**src/swap_trim_pkg.sv**
```systemverilog
package swap_trim_pkg;

    // ------------------------------------------------------------
    // Register map
    // ------------------------------------------------------------
    // Printed offsets are not all multiples of four: they are word indices
    localparam logic [8:0]  IDX_TRIM_B        = 9'h07f;
    localparam logic [8:0]  IDX_TRIM_C        = 9'h080;
    localparam logic [8:0]  IDX_TRIM_D        = 9'h081;
    localparam logic [8:0]  IDX_OVERLAP       = 9'h09a;
    localparam logic [8:0]  IDX_STEER         = 9'h09b;
    localparam logic [8:0]  IDX_DITHER        = 9'h09d;
    localparam logic [8:0]  IDX_SWAP_STATUS   = 9'h0a0;

    // ------------------------------------------------------------
    // Field layout and reset values
    // ------------------------------------------------------------
    localparam int          DLY_W             = 5;
    localparam logic [4:0]  OVERLAP_RST       = 5'h08;
    localparam logic [4:0]  STEER_RST         = 5'h07;
    localparam logic [2:0]  DITHER_RST        = 3'h0;
    localparam int          DITH_EN_BIT       = 0;
    localparam int          DITH_AMP_BIT      = 1;
    localparam int          DITH_RND_BIT      = 2;
    localparam logic [6:0]  OVERLAP_BASE      = 7'h04;

    // Delay pair latched at swap start
    typedef struct packed {
        logic [4:0] overlap;
        logic [4:0] steer;
    } swap_cfg_t;

    typedef struct packed {
        logic       dither_enable;
        logic       dither_amplitude_select;
        logic       dither_rounding_choice;
    } dither_cfg_t;

endpackage : swap_trim_pkg
```
**src/core_swap_timing_trim_regs.sv**
```systemverilog
// Contract
// RQ1 - Three 8-bit termination trims reset from fuses, readable and writable.
// RQ2 - Software changes overlap delay only while calibration is disabled.
// RQ3 - Both cores sample together for 4 + 2*overlap converter cycles.
// RQ4 - Overlap field is bits 4:0, range 0 to 31, reset eight.
// RQ5 - Slow converter clock may use overlap seven; reset suits all.
// RQ6 - Steering delay added to select only during background swaps.
// RQ7 - Software tunes steering delay to switch inside valid overlap.
// RQ8 - Steering field is bits 4:0, range 0 to 31, reset seven.
// RQ9 - Software writes zero to reserved upper bits.
// RQ10 - Dither control bit 0 enables converter dither.
// RQ11 - Swap latches both delays at start, holds them until done.
//
// The Wishbone register port was left to the implementer.
`timescale 1ns/1ps
module core_swap_timing_trim_regs
    import swap_trim_pkg::*;
(
    input  wire logic        clk,
    input  wire logic        rst,
    // Wishbone classic slave
    input  wire logic        wb_cyc_i,
    input  wire logic        wb_stb_i,
    input  wire logic        wb_we_i,
    input  wire logic [11:0] wb_adr_i,
    input  wire logic [3:0]  wb_sel_i,
    input  wire logic [31:0] wb_dat_i,
    output logic      [31:0] wb_dat_o,
    output logic             wb_ack_o,
    output logic             wb_err_o,
    // Fuse trims, stable from reset release
    input  wire logic [7:0]  fuse_trim_b,
    input  wire logic [7:0]  fuse_trim_c,
    input  wire logic [7:0]  fuse_trim_d,
    // Swap request from the background calibration logic
    input  wire logic        swap_start,
    // Analogue side controls
    output logic      [7:0]  input_b_termination_trim,
    output logic      [7:0]  input_c_termination_trim,
    output logic      [7:0]  input_d_termination_trim,
    output dither_cfg_t      dither_cfg,
    output logic             overlap_active,
    output logic             steer_select,
    output logic             swap_busy
);

    // ------------------------------------------------------------
    // Register state
    // ------------------------------------------------------------
    logic [7:0]  trim_b_ff;
    logic [7:0]  trim_c_ff;
    logic [7:0]  trim_d_ff;
    logic [4:0]  overlap_ff;
    logic [4:0]  steer_ff;
    logic [2:0]  dither_ff;
    logic        fuse_load_ff;
    logic        ack_ff;
    logic        err_ff;
    logic [31:0] rdata_ff;
    logic [7:0]  swap_cnt_ff;
    logic        swap_done;
    swap_cfg_t   cur_cfg;

    // Word index from byte address
    function automatic logic [8:0] word_index(input logic [11:0] adr);
        word_index = adr[10:2];
    endfunction : word_index

    function automatic logic mapped(input logic [8:0] idx);
        mapped = (idx == IDX_TRIM_B) || (idx == IDX_TRIM_C)
              || (idx == IDX_TRIM_D) || (idx == IDX_OVERLAP)
              || (idx == IDX_STEER)  || (idx == IDX_DITHER)
              || (idx == IDX_SWAP_STATUS);
    endfunction : mapped

    logic [8:0] idx;
    logic       req;
    logic       wr_lo;
    assign idx   = word_index(wb_adr_i);
    // One request per cycle; ack cycle suppresses a repeat take
    assign req   = wb_cyc_i && wb_stb_i && !ack_ff && !err_ff;
    assign wr_lo = req && wb_we_i && wb_sel_i[0] && mapped(idx)
                   && (wb_adr_i[11] == 1'b0) && (wb_adr_i[1:0] == 2'b00);

    // ------------------------------------------------------------
    // Bus answer: ack or err one cycle after the request is seen
    // ------------------------------------------------------------
    always_ff @(posedge clk or posedge rst)
    begin
        if (rst)
        begin
            ack_ff <= 1'b0;
            err_ff <= 1'b0;
        end
        else
        begin
            ack_ff <= req && mapped(idx) && !wb_adr_i[11];
            err_ff <= req && !(mapped(idx) && !wb_adr_i[11]);
        end
    end

    // ------------------------------------------------------------
    // Trim registers
    // ------------------------------------------------------------
    // Fuse values cannot be taken under async reset, so the first
    // clock after release copies them in.
    always_ff @(posedge clk or posedge rst)
    begin
        if (rst)
            fuse_load_ff <= 1'b1;
        else
            fuse_load_ff <= 1'b0;
    end

    always_ff @(posedge clk or posedge rst)
    begin
        if (rst)
        begin
            trim_b_ff <= 8'h00;
            trim_c_ff <= 8'h00;
            trim_d_ff <= 8'h00;
        end
        else if (fuse_load_ff)
        begin
            trim_b_ff <= fuse_trim_b;                               // RQ1
            trim_c_ff <= fuse_trim_c;                               // RQ1
            trim_d_ff <= fuse_trim_d;                               // RQ1
        end
        else if (wr_lo)
        begin
            if (idx == IDX_TRIM_B)
                trim_b_ff <= wb_dat_i[7:0];                         // RQ1
            if (idx == IDX_TRIM_C)
                trim_c_ff <= wb_dat_i[7:0];                         // RQ1
            if (idx == IDX_TRIM_D)
                trim_d_ff <= wb_dat_i[7:0];                         // RQ1
        end
    end

    // ------------------------------------------------------------
    // Swap delays and dither control
    // ------------------------------------------------------------
    // Reserved bits are not stored; they read back as zero.
    always_ff @(posedge clk or posedge rst)
    begin
        if (rst)
        begin
            overlap_ff <= OVERLAP_RST;                              // RQ4
            steer_ff   <= STEER_RST;                                // RQ8
            dither_ff  <= DITHER_RST;
        end
        else if (wr_lo)
        begin
            if (idx == IDX_OVERLAP)
                overlap_ff <= wb_dat_i[DLY_W-1:0];                  // RQ4
            if (idx == IDX_STEER)
                steer_ff <= wb_dat_i[DLY_W-1:0];                    // RQ8
            if (idx == IDX_DITHER)
                dither_ff <= wb_dat_i[2:0];
        end
    end

    // ------------------------------------------------------------
    // Completed swap counter, visible in the status word
    // ------------------------------------------------------------
    always_ff @(posedge clk or posedge rst)
    begin
        if (rst)
            swap_cnt_ff <= 8'h00;
        else if (swap_done)
            swap_cnt_ff <= swap_cnt_ff + 8'h01;
    end

    // ------------------------------------------------------------
    // Read data, registered with the ack
    // ------------------------------------------------------------
    always_ff @(posedge clk or posedge rst)
    begin
        if (rst)
            rdata_ff <= 32'h0000_0000;
        else if (req && !wb_we_i)
        begin
            // Upper half of the map is refused; index 0 falls to default
            unique case (wb_adr_i[11] ? 9'h000 : idx)
                IDX_TRIM_B:      rdata_ff <= {24'h0, trim_b_ff};
                IDX_TRIM_C:      rdata_ff <= {24'h0, trim_c_ff};
                IDX_TRIM_D:      rdata_ff <= {24'h0, trim_d_ff};
                IDX_OVERLAP:     rdata_ff <= {27'h0, overlap_ff};
                IDX_STEER:       rdata_ff <= {27'h0, steer_ff};
                IDX_DITHER:      rdata_ff <= {29'h0, dither_ff};
                IDX_SWAP_STATUS: rdata_ff <= {23'h0, swap_cnt_ff,
                                              swap_busy};
                default:         rdata_ff <= 32'h0000_0000;
            endcase
        end
    end

    // ------------------------------------------------------------
    // Swap engine
    // ------------------------------------------------------------
    // Software is expected to change overlap only with calibration
    // off; the engine still latches values so a late write is safe.
    assign cur_cfg.overlap = overlap_ff;                            // RQ2
    assign cur_cfg.steer   = steer_ff;

    swap_sequencer u_seq
    (
        .clk            (clk),
        .rst            (rst),
        .swap_start     (swap_start),
        .cfg            (cur_cfg),
        .overlap_active (overlap_active),
        .steer_select   (steer_select),
        .swap_busy      (swap_busy),
        .swap_done      (swap_done)
    );

    // ------------------------------------------------------------
    // Outputs
    // ------------------------------------------------------------
    assign input_b_termination_trim = trim_b_ff;
    assign input_c_termination_trim = trim_c_ff;
    assign input_d_termination_trim = trim_d_ff;
    assign dither_cfg.dither_enable           = dither_ff[DITH_EN_BIT];  // RQ10
    assign dither_cfg.dither_amplitude_select = dither_ff[DITH_AMP_BIT];
    assign dither_cfg.dither_rounding_choice  = dither_ff[DITH_RND_BIT];
    assign wb_dat_o = rdata_ff;
    assign wb_ack_o = ack_ff;
    assign wb_err_o = err_ff;

endmodule : core_swap_timing_trim_regs

```
**src/swap_sequencer.sv**
```systemverilog
`timescale 1ns/1ps
module swap_sequencer
    import swap_trim_pkg::*;
(
    input  wire logic      clk,
    input  wire logic      rst,
    input  wire logic      swap_start,
    input  wire swap_cfg_t cfg,
    output logic           overlap_active,
    output logic           steer_select,
    output logic           swap_busy,
    output logic           swap_done
);

    typedef enum logic [1:0] {IDLE, OVERLAP, STEER} seq_state_t;

    seq_state_t  state_ff;
    swap_cfg_t   cfg_ff;
    logic [6:0]  cnt_ff;
    logic        sel_ff;
    logic        done_ff;

    // ------------------------------------------------------------
    // Swap sequencing
    // ------------------------------------------------------------
    // Overlap: both cores sample for 4 + 2*overlap cycles, then the
    // steering select flips after the extra steer delay.
    always_ff @(posedge clk or posedge rst)
    begin
        if (rst)
        begin
            state_ff <= IDLE;
            cfg_ff   <= '0;
            cnt_ff   <= '0;
            sel_ff   <= 1'b0;
            done_ff  <= 1'b0;
        end
        else
        begin
            done_ff <= 1'b0;
            unique case (state_ff)
                IDLE:
                begin
                    if (swap_start)
                    begin
                        cfg_ff   <= cfg;                            // RQ11
                        cnt_ff   <= OVERLAP_BASE
                                    + {1'b0, cfg.overlap, 1'b0} - 7'h01; // RQ3
                        state_ff <= OVERLAP;
                    end
                end
                OVERLAP:
                begin
                    if (cnt_ff == 7'h00)
                    begin
                        cnt_ff   <= {2'h0, cfg_ff.steer};           // RQ6
                        state_ff <= STEER;
                    end
                    else
                        cnt_ff <= cnt_ff - 7'h01;
                end
                STEER:
                begin
                    if (cnt_ff == 7'h00)
                    begin
                        sel_ff   <= ~sel_ff;                        // RQ6
                        done_ff  <= 1'b1;
                        state_ff <= IDLE;
                    end
                    else
                        cnt_ff <= cnt_ff - 7'h01;
                end
            endcase
        end
    end

    assign overlap_active = (state_ff == OVERLAP);
    assign swap_busy      = (state_ff != IDLE);
    assign steer_select   = sel_ff;
    assign swap_done      = done_ff;

endmodule : swap_sequencer

```
**config.mk**
```make
export PLATFORM = sky130hd
export DESIGN_NAME = core_swap_timing_trim_regs
export DESIGN_NICKNAME = d
export VERILOG_FILES = /design/src/swap_trim_pkg.sv /design/src/core_swap_timing_trim_regs.sv /design/src/swap_sequencer.sv
export SDC_FILE = /design/constraint.sdc
export NUM_CORES = 1
export LEC_CHECK = 0
export BUFFER_PORTS_ARGS = -buffer_cell sky130_fd_sc_hd__buf_2
export CORE_MARGIN = 2
export CORE_UTILIZATION = 51
export DETAILED_ROUTE_END_ITERATION = 10
export GPL_TIMING_DRIVEN = 0
export PLACE_DENSITY = 0.78
export SLEW_MARGIN = 20
export SYNTH_ARGS = -nofsm -noshare
export SYNTH_HDL_FRONTEND = slang
export SYNTH_SLANG_ARGS = --single-unit
export TNS_END_PERCENT = 5
```
**constraint.sdc**
```tcl
create_clock -name clk -period 3.6 [get_ports clk]
set_clock_uncertainty 0.1 [all_clocks]
set_input_delay 0.18 -clock clk [delete_from_list [all_inputs] [get_ports clk]]
set_output_delay 0.18 -clock clk [all_outputs]
set_load 0.02 [all_outputs]
```
; Word level (Yosys, flattened, before mapping)
; Cells that the tools add are included.
[totals]
ff_bits = 96
inputBits = 78
[classes]
addsub = 4
n_eq_ne = 20
muxes = 21
bitwise = 2
reduce_logical = 42
[op_table]
columns = cell, count
row1 = $eq 9x8->1 const B, 12
row2 = $mux 8, 9
row3 = $pmux 9 s7, 1
row4 = $mux 7, 3
row5 = $pmux 7 s3, 1
row6 = $eq 9x7->1 const B, 2
row7 = $reduce_and 2->1, 9
row8 = $sub 7x1->7 const B, 2
row9 = $logic_and 1x1->1, 13
row10 = $reduce_bool 2->1, 5
row11 = $mux 9, 1
row12 = $add 8x1->8 const B, 1
row13 = $add 3x6->7 const A, 1
row14 = $logic_not 7->1, 1
row15 = $logic_or 1x1->1, 6
row16 = $mux 2, 3
row17 = $pmux 2 s3, 1
row18 = $logic_not 1->1, 5
row19 = $logic_not 2->1, 2
row20 = $ne 2x1->1 const B, 2
row21 = $ne 2x2->1 const B, 2
row22 = $reduce_and 3->1, 1
row23 = $eq 2x1->1 const B, 1
row24 = $eq 2x2->1 const B, 1
row25 = other kinds (2), 4

; Longest topological paths before layout
[logic_depth]
ltp_word = 12
depth_mapped = 8
depth_no_buf = 7

; By module
; From an unflattened synthesis, not the netlist that was laid out.
[hier_totals]
cells_unflattened = 397
hier_area_um2 = 4386.7
[by_module_without_submodules]
columns = mod, n_inst, cells_per_inst, area_each_um2, seq_area_each_um2
row1 = core_swap_timing_trim_regs, 1, 291, 3342.0, 1432.6
row2 = swap_sequencer, 1, 106, 1044.8, 400.4

; Worst setup path after synthesis
; OpenSTA, ideal clock, no wires.
[synth_timing]
kind = register to register
from = reg err_ff, in the netlist wb_err_o
to = reg trim_d_ff[0], in the netlist input_d_termination_trim[0]
setup_time_ps = 125
arrival_ps = 2573
slack_ps = 802
path_stages_with_launch = 7
path_buffers = 1
period_less_slack_ps = 2798
path_cell_list = dfrtp_1 > nand4bb_4 > or4_1 > buf_2 > nor4_2 > mux2_2 > mux2_2
[synth_between]
elab_chain_cells = 9
[synth_lines]
columns = element, line_no
row1 = start: declaration, core_swap_timing_trim_regs.sv:58  ; logic err_ff;
row2 = start signal: assignment, core_swap_timing_trim_regs.sv:98  ; err_ff <= req && !(mapped(idx) && !wb_adr_i[11]);
row3 = $logic_not 1->1, core_swap_timing_trim_regs.sv:81  ; assign req = wb_cyc_i && wb_stb_i && !ack_ff && !err_ff;
row4 = $logic_and 1x1->1, core_swap_timing_trim_regs.sv:81
row5 = $logic_and 1x1->1 (3 in a row), core_swap_timing_trim_regs.sv:82  ; assign wr_lo = req && wb_we_i && wb_sel_i[0] && mapped(idx)
row6 = $logic_and 1x1->1 (2 in a row), core_swap_timing_trim_regs.sv:83  ; && (wb_adr_i[11] == 1'b0) && (wb_adr_i[1:0] == 2'b00);
row7 = $reduce_bool 2->1 (no line), --
row8 = $reduce_and 2->1 (no line), --
row9 = end signal: assignment, core_swap_timing_trim_regs.sv:127  ; trim_d_ff <= fuse_trim_d;
row10 = end signal: assignment, core_swap_timing_trim_regs.sv:136  ; trim_d_ff <= wb_dat_i[7:0];
row11 = end: declaration, core_swap_timing_trim_regs.sv:52  ; logic [7:0] trim_d_ff;
; Every way passes these cells.
; A chain may end at the register's enable or synchronous reset.

; Worst setup path after layout
; Ends and elaborated chain as after synthesis.

==> summary.txt <==
Outcome
  – Status: finished clean

Global route
  – Largest net degree at the start of global routing: between 40 and 50
  – GRT overflow: 0
  – Vias in the first global route: approximately 3500
  – Total track usage: 0.262
  – First-pass GRT wire length: 17600 um
  – Initial antenna violation count: 0

Clock network
  – Maximum root-to-sink buffer count: 2
  – Root buf cell: clkbuf_8
  – H-tree level count: 3
  – CTS tree: done
  – TritonCTS sink count: 73
  – TritonCTS buffer count: 9
  – Clock latency on the worst-skew pair: between 300 and 400 ps
  – Clk pin slew, worst setup/hold paths: 70 ps

Route
  – Drt total wl: between 10000 and 15000 um
  – Drt drc: 0
  – DR iter-0 viols: 263
  – Vias per cell: about 5.6
  – Drt first pass iters: 5
  – Routed Antenna Nets: 0
  – Routed WL per cell: 17.0 um
  – Via count: 3578

Logic synthesis
  – FFs w/ async S/R, synth: 1.00
  – Post-synth top area cell: dfrtp_1
  – YS warnings: 0
  – Synth unique cells: 53
  – Yosys reg bits: 73
  – Share of the synthesized area in the top cell type: 0.411
  – Post-synthesis sequential area ratio: 0.443
  – Cells after Synth: a little under 400
  – Largest cells by area after synthesis: dfrtp_1, mux2_2, buf_4, dfstp_2, o21ai_0
  – Synthesized area per cell: between 10 and 15 um^2
  – Predominant post-synthesis flop cell: dfrtp_1
  – Cell Area, Synth: between 4000 and 5000 um^2
  – Post-synth EDFFs: 0

Power and ir drop
  – Power Density: around 450 nW/um^2
  – Peak supply drop: roughly 0.37 mV
  – Leak: 2.49 nW

Placed design
  – Post-DP HPWL: ~8000 um
  – Worst slack, placed: about 430 ps
  – PortBufs: a little under 90
  – RePlAce Congestion: around 0.95

Die
  – Die X: 94.1 um
  – Starting Density: 0.530
  – Die ar.: between 8000 and 9000 um^2
  – Core area: roughly 7800 um^2
  – Die height: between 90 and 100 um
  – Rows: 32
  – IO Count: 142

Critical path
  – Critical setup path kind: reg -> reg
  – Critical Path RT: between 3000 and 4000 ps
  – CP Capture Type: register
  – Data arrival, critical path: 3020 ps
  – Startpoint types: register
  – Max Fanout on Critical Path: 8

Timing
  – Final hold slack: approximately 25 ps
  – Slew @ Worst Pin: 1090 ps
  – Final Hold Fails: 0
  – Setup violators final: 0
  – Slack of the critical path: 721 ps
  – Slew headroom: 0.267
  – Setup_tns: 0 ps
  – RSZ-0062 raised after global routing: false
  – Final Max Tran Viols: 0
  – Period utilization: 0.800
  – Minimum clock period: around 2900 ps
  – Highest clock rate: roughly 0.35 GHz

Finish
  – Commonest non-fill, non-tap cells in the layout: buf_2, dfrtp_1, mux2_2
  – N_diodes: 0
  – Share of layout cells above drive strength 1: 0.380
  – Commonest non-fill, non-tap cell in the layout: buf_2
  – Layout Utilization: 0.673
  – Layout overhead on the synthesized area: 27.0%
  – Final net count: a little over 600

Min path
  – Hold Path Class: in -> reg

Run
  – Count of maximum capacitance violations: 0
layer usage:
metal,global-route usage,part of all wire,up-vias,wire [um]
met5,0,0,-,0
met4,0.0978,0.021,0,225
met3,0.0602,0.066,18,718
met2,0.408,0.47,174,5130
met1,0.357,0.44,1721,4840
li1,-,-,1665,-
synthesized netlist by cell type (2+ instances only):
cell       number
nand2_1        26
o22a_1          2
ha_1            7
or4_1           4
nand3_1        14
or4b_2          2
mux2_4          8
nand4_1         4
xor2_1          6
a222oi_1        3
dfstp_2         5
a22o_1          3
nor2b_1         4
dfrtp_1        68
buf_4          23
nor4_1          5
nor3_1          8
mux2i_1         8
a31oi_1         4
inv_1          12
a21oi_1        13
o31ai_1         2
nand4b_1        2
nand4bb_1       2
or2_2           2
a22oi_1         4
xnor2_1         5
o22ai_1         2
nand2b_1        7
o21ai_0        25
clkbuf_1       11
a32oi_1         3
mux2_2         52
nor2_1         21
critical path, stage by stage (launching register included):
cell and delay [ps]:
dfrtp_1 380, nand4bb_4 250, or4_1 480, buf_2 200
nor4_4 680, mux2_2 410, mux2_2 270
cells by family after synthesis:
group | count (synthesis) | synth area share
multiplexers | 68 | 0.190
AND/OR/NAND/NOR | 109 | 0.149
AO/OA/AOI/OAI | 68 | 0.105
XOR/XNOR | 11 | 0.0233
adder cells (fa/ha/maj) | 7 | 0.0212
flip-flops | 73 | 0.443
other | 1 | 0.000906
buffers and inverters | 49 | 0.0674
timing repair:
| item | CTS | global route |
|---|---|---|
| resized for setup | 0 | 0 |
| setup buffers | 0 | 0 |
| endpoints found under the hold margin | 56 | 0 |
| hold buffers | 25 | 0 |
per-stage QoR:
step	area, um^2	instances	total power [mW]
4_1_cts	5250	642	2.34
3_3_place_gp	4800	600	1.71
2_1_floorplan	4220	409	1.52
3_5_place_dp	4820	601	1.73
5_1_grt	5260	642	2.49
6_report	5260	642	2.34
registers in the layout, summed over array words and instances (netlist names):
| register | cells |
|---|---|
| overlap_ff | 5 |
| u_seq.state_ff | 2 |
| u_seq.steer_select | 1 |
| steer_ff | 5 |
| input_c_termination_trim | 8 |
| u_seq.cfg_ff | 5 |
| swap_cnt_ff | 8 |
| wb_dat_o | 9 |
| input_d_termination_trim | 8 |
| wb_ack_o | 1 |
| u_seq.cnt_ff | 7 |
| u_seq.swap_done | 1 |
| wb_err_o | 1 |
| fuse_load_ff | 1 |
| input_b_termination_trim | 8 |
| dither_ff | 3 |
final timing paths:
check | startpoint | to | slack, ps | cells past startpoint
max | wb_err_o | input_d_termination_trim[0] | 720 | 6
min | wb_stb_i | wb_ack_o | 30 | 3
max reg2reg | wb_err_o | input_d_termination_trim[0] | 720 | 6
min reg2reg | u_seq.steer_select | u_seq.steer_select | 360 | 1
max in group asynchronous | rst | fuse_load_ff | 2500 | 4
min in group asynchronous | rst | u_seq.cfg_ff[4] | 270 | 3
where the power goes:
| part | internal [mW] | switching [mW] | leakage, nW | total, mW |
|---|---|---|---|---|
| clock | 0.286 | 0.305 | 0.0894 | 0.591 |
| combinational | 0.304 | 0.460 | 1.47 | 0.764 |
| sequential | 0.911 | 0.0793 | 0.924 | 0.990 |
| total | 1.50 | 0.844 | 2.49 | 2.34 |
layout make-up:
class                           count  area [um^2]
Tap cell                          102          128
Sequential cell                    73         1830
Multi-Input combinational cell    287         2120
Fill cell                         599         2550
Buffer                             37          234
Clock buffer                       13          159
Clock inverter                      3         17.5
Inverter                           12         47.5
Timing Repair Buffer              115          716
No activity file was read; power rests on OpenSTA's default activity.
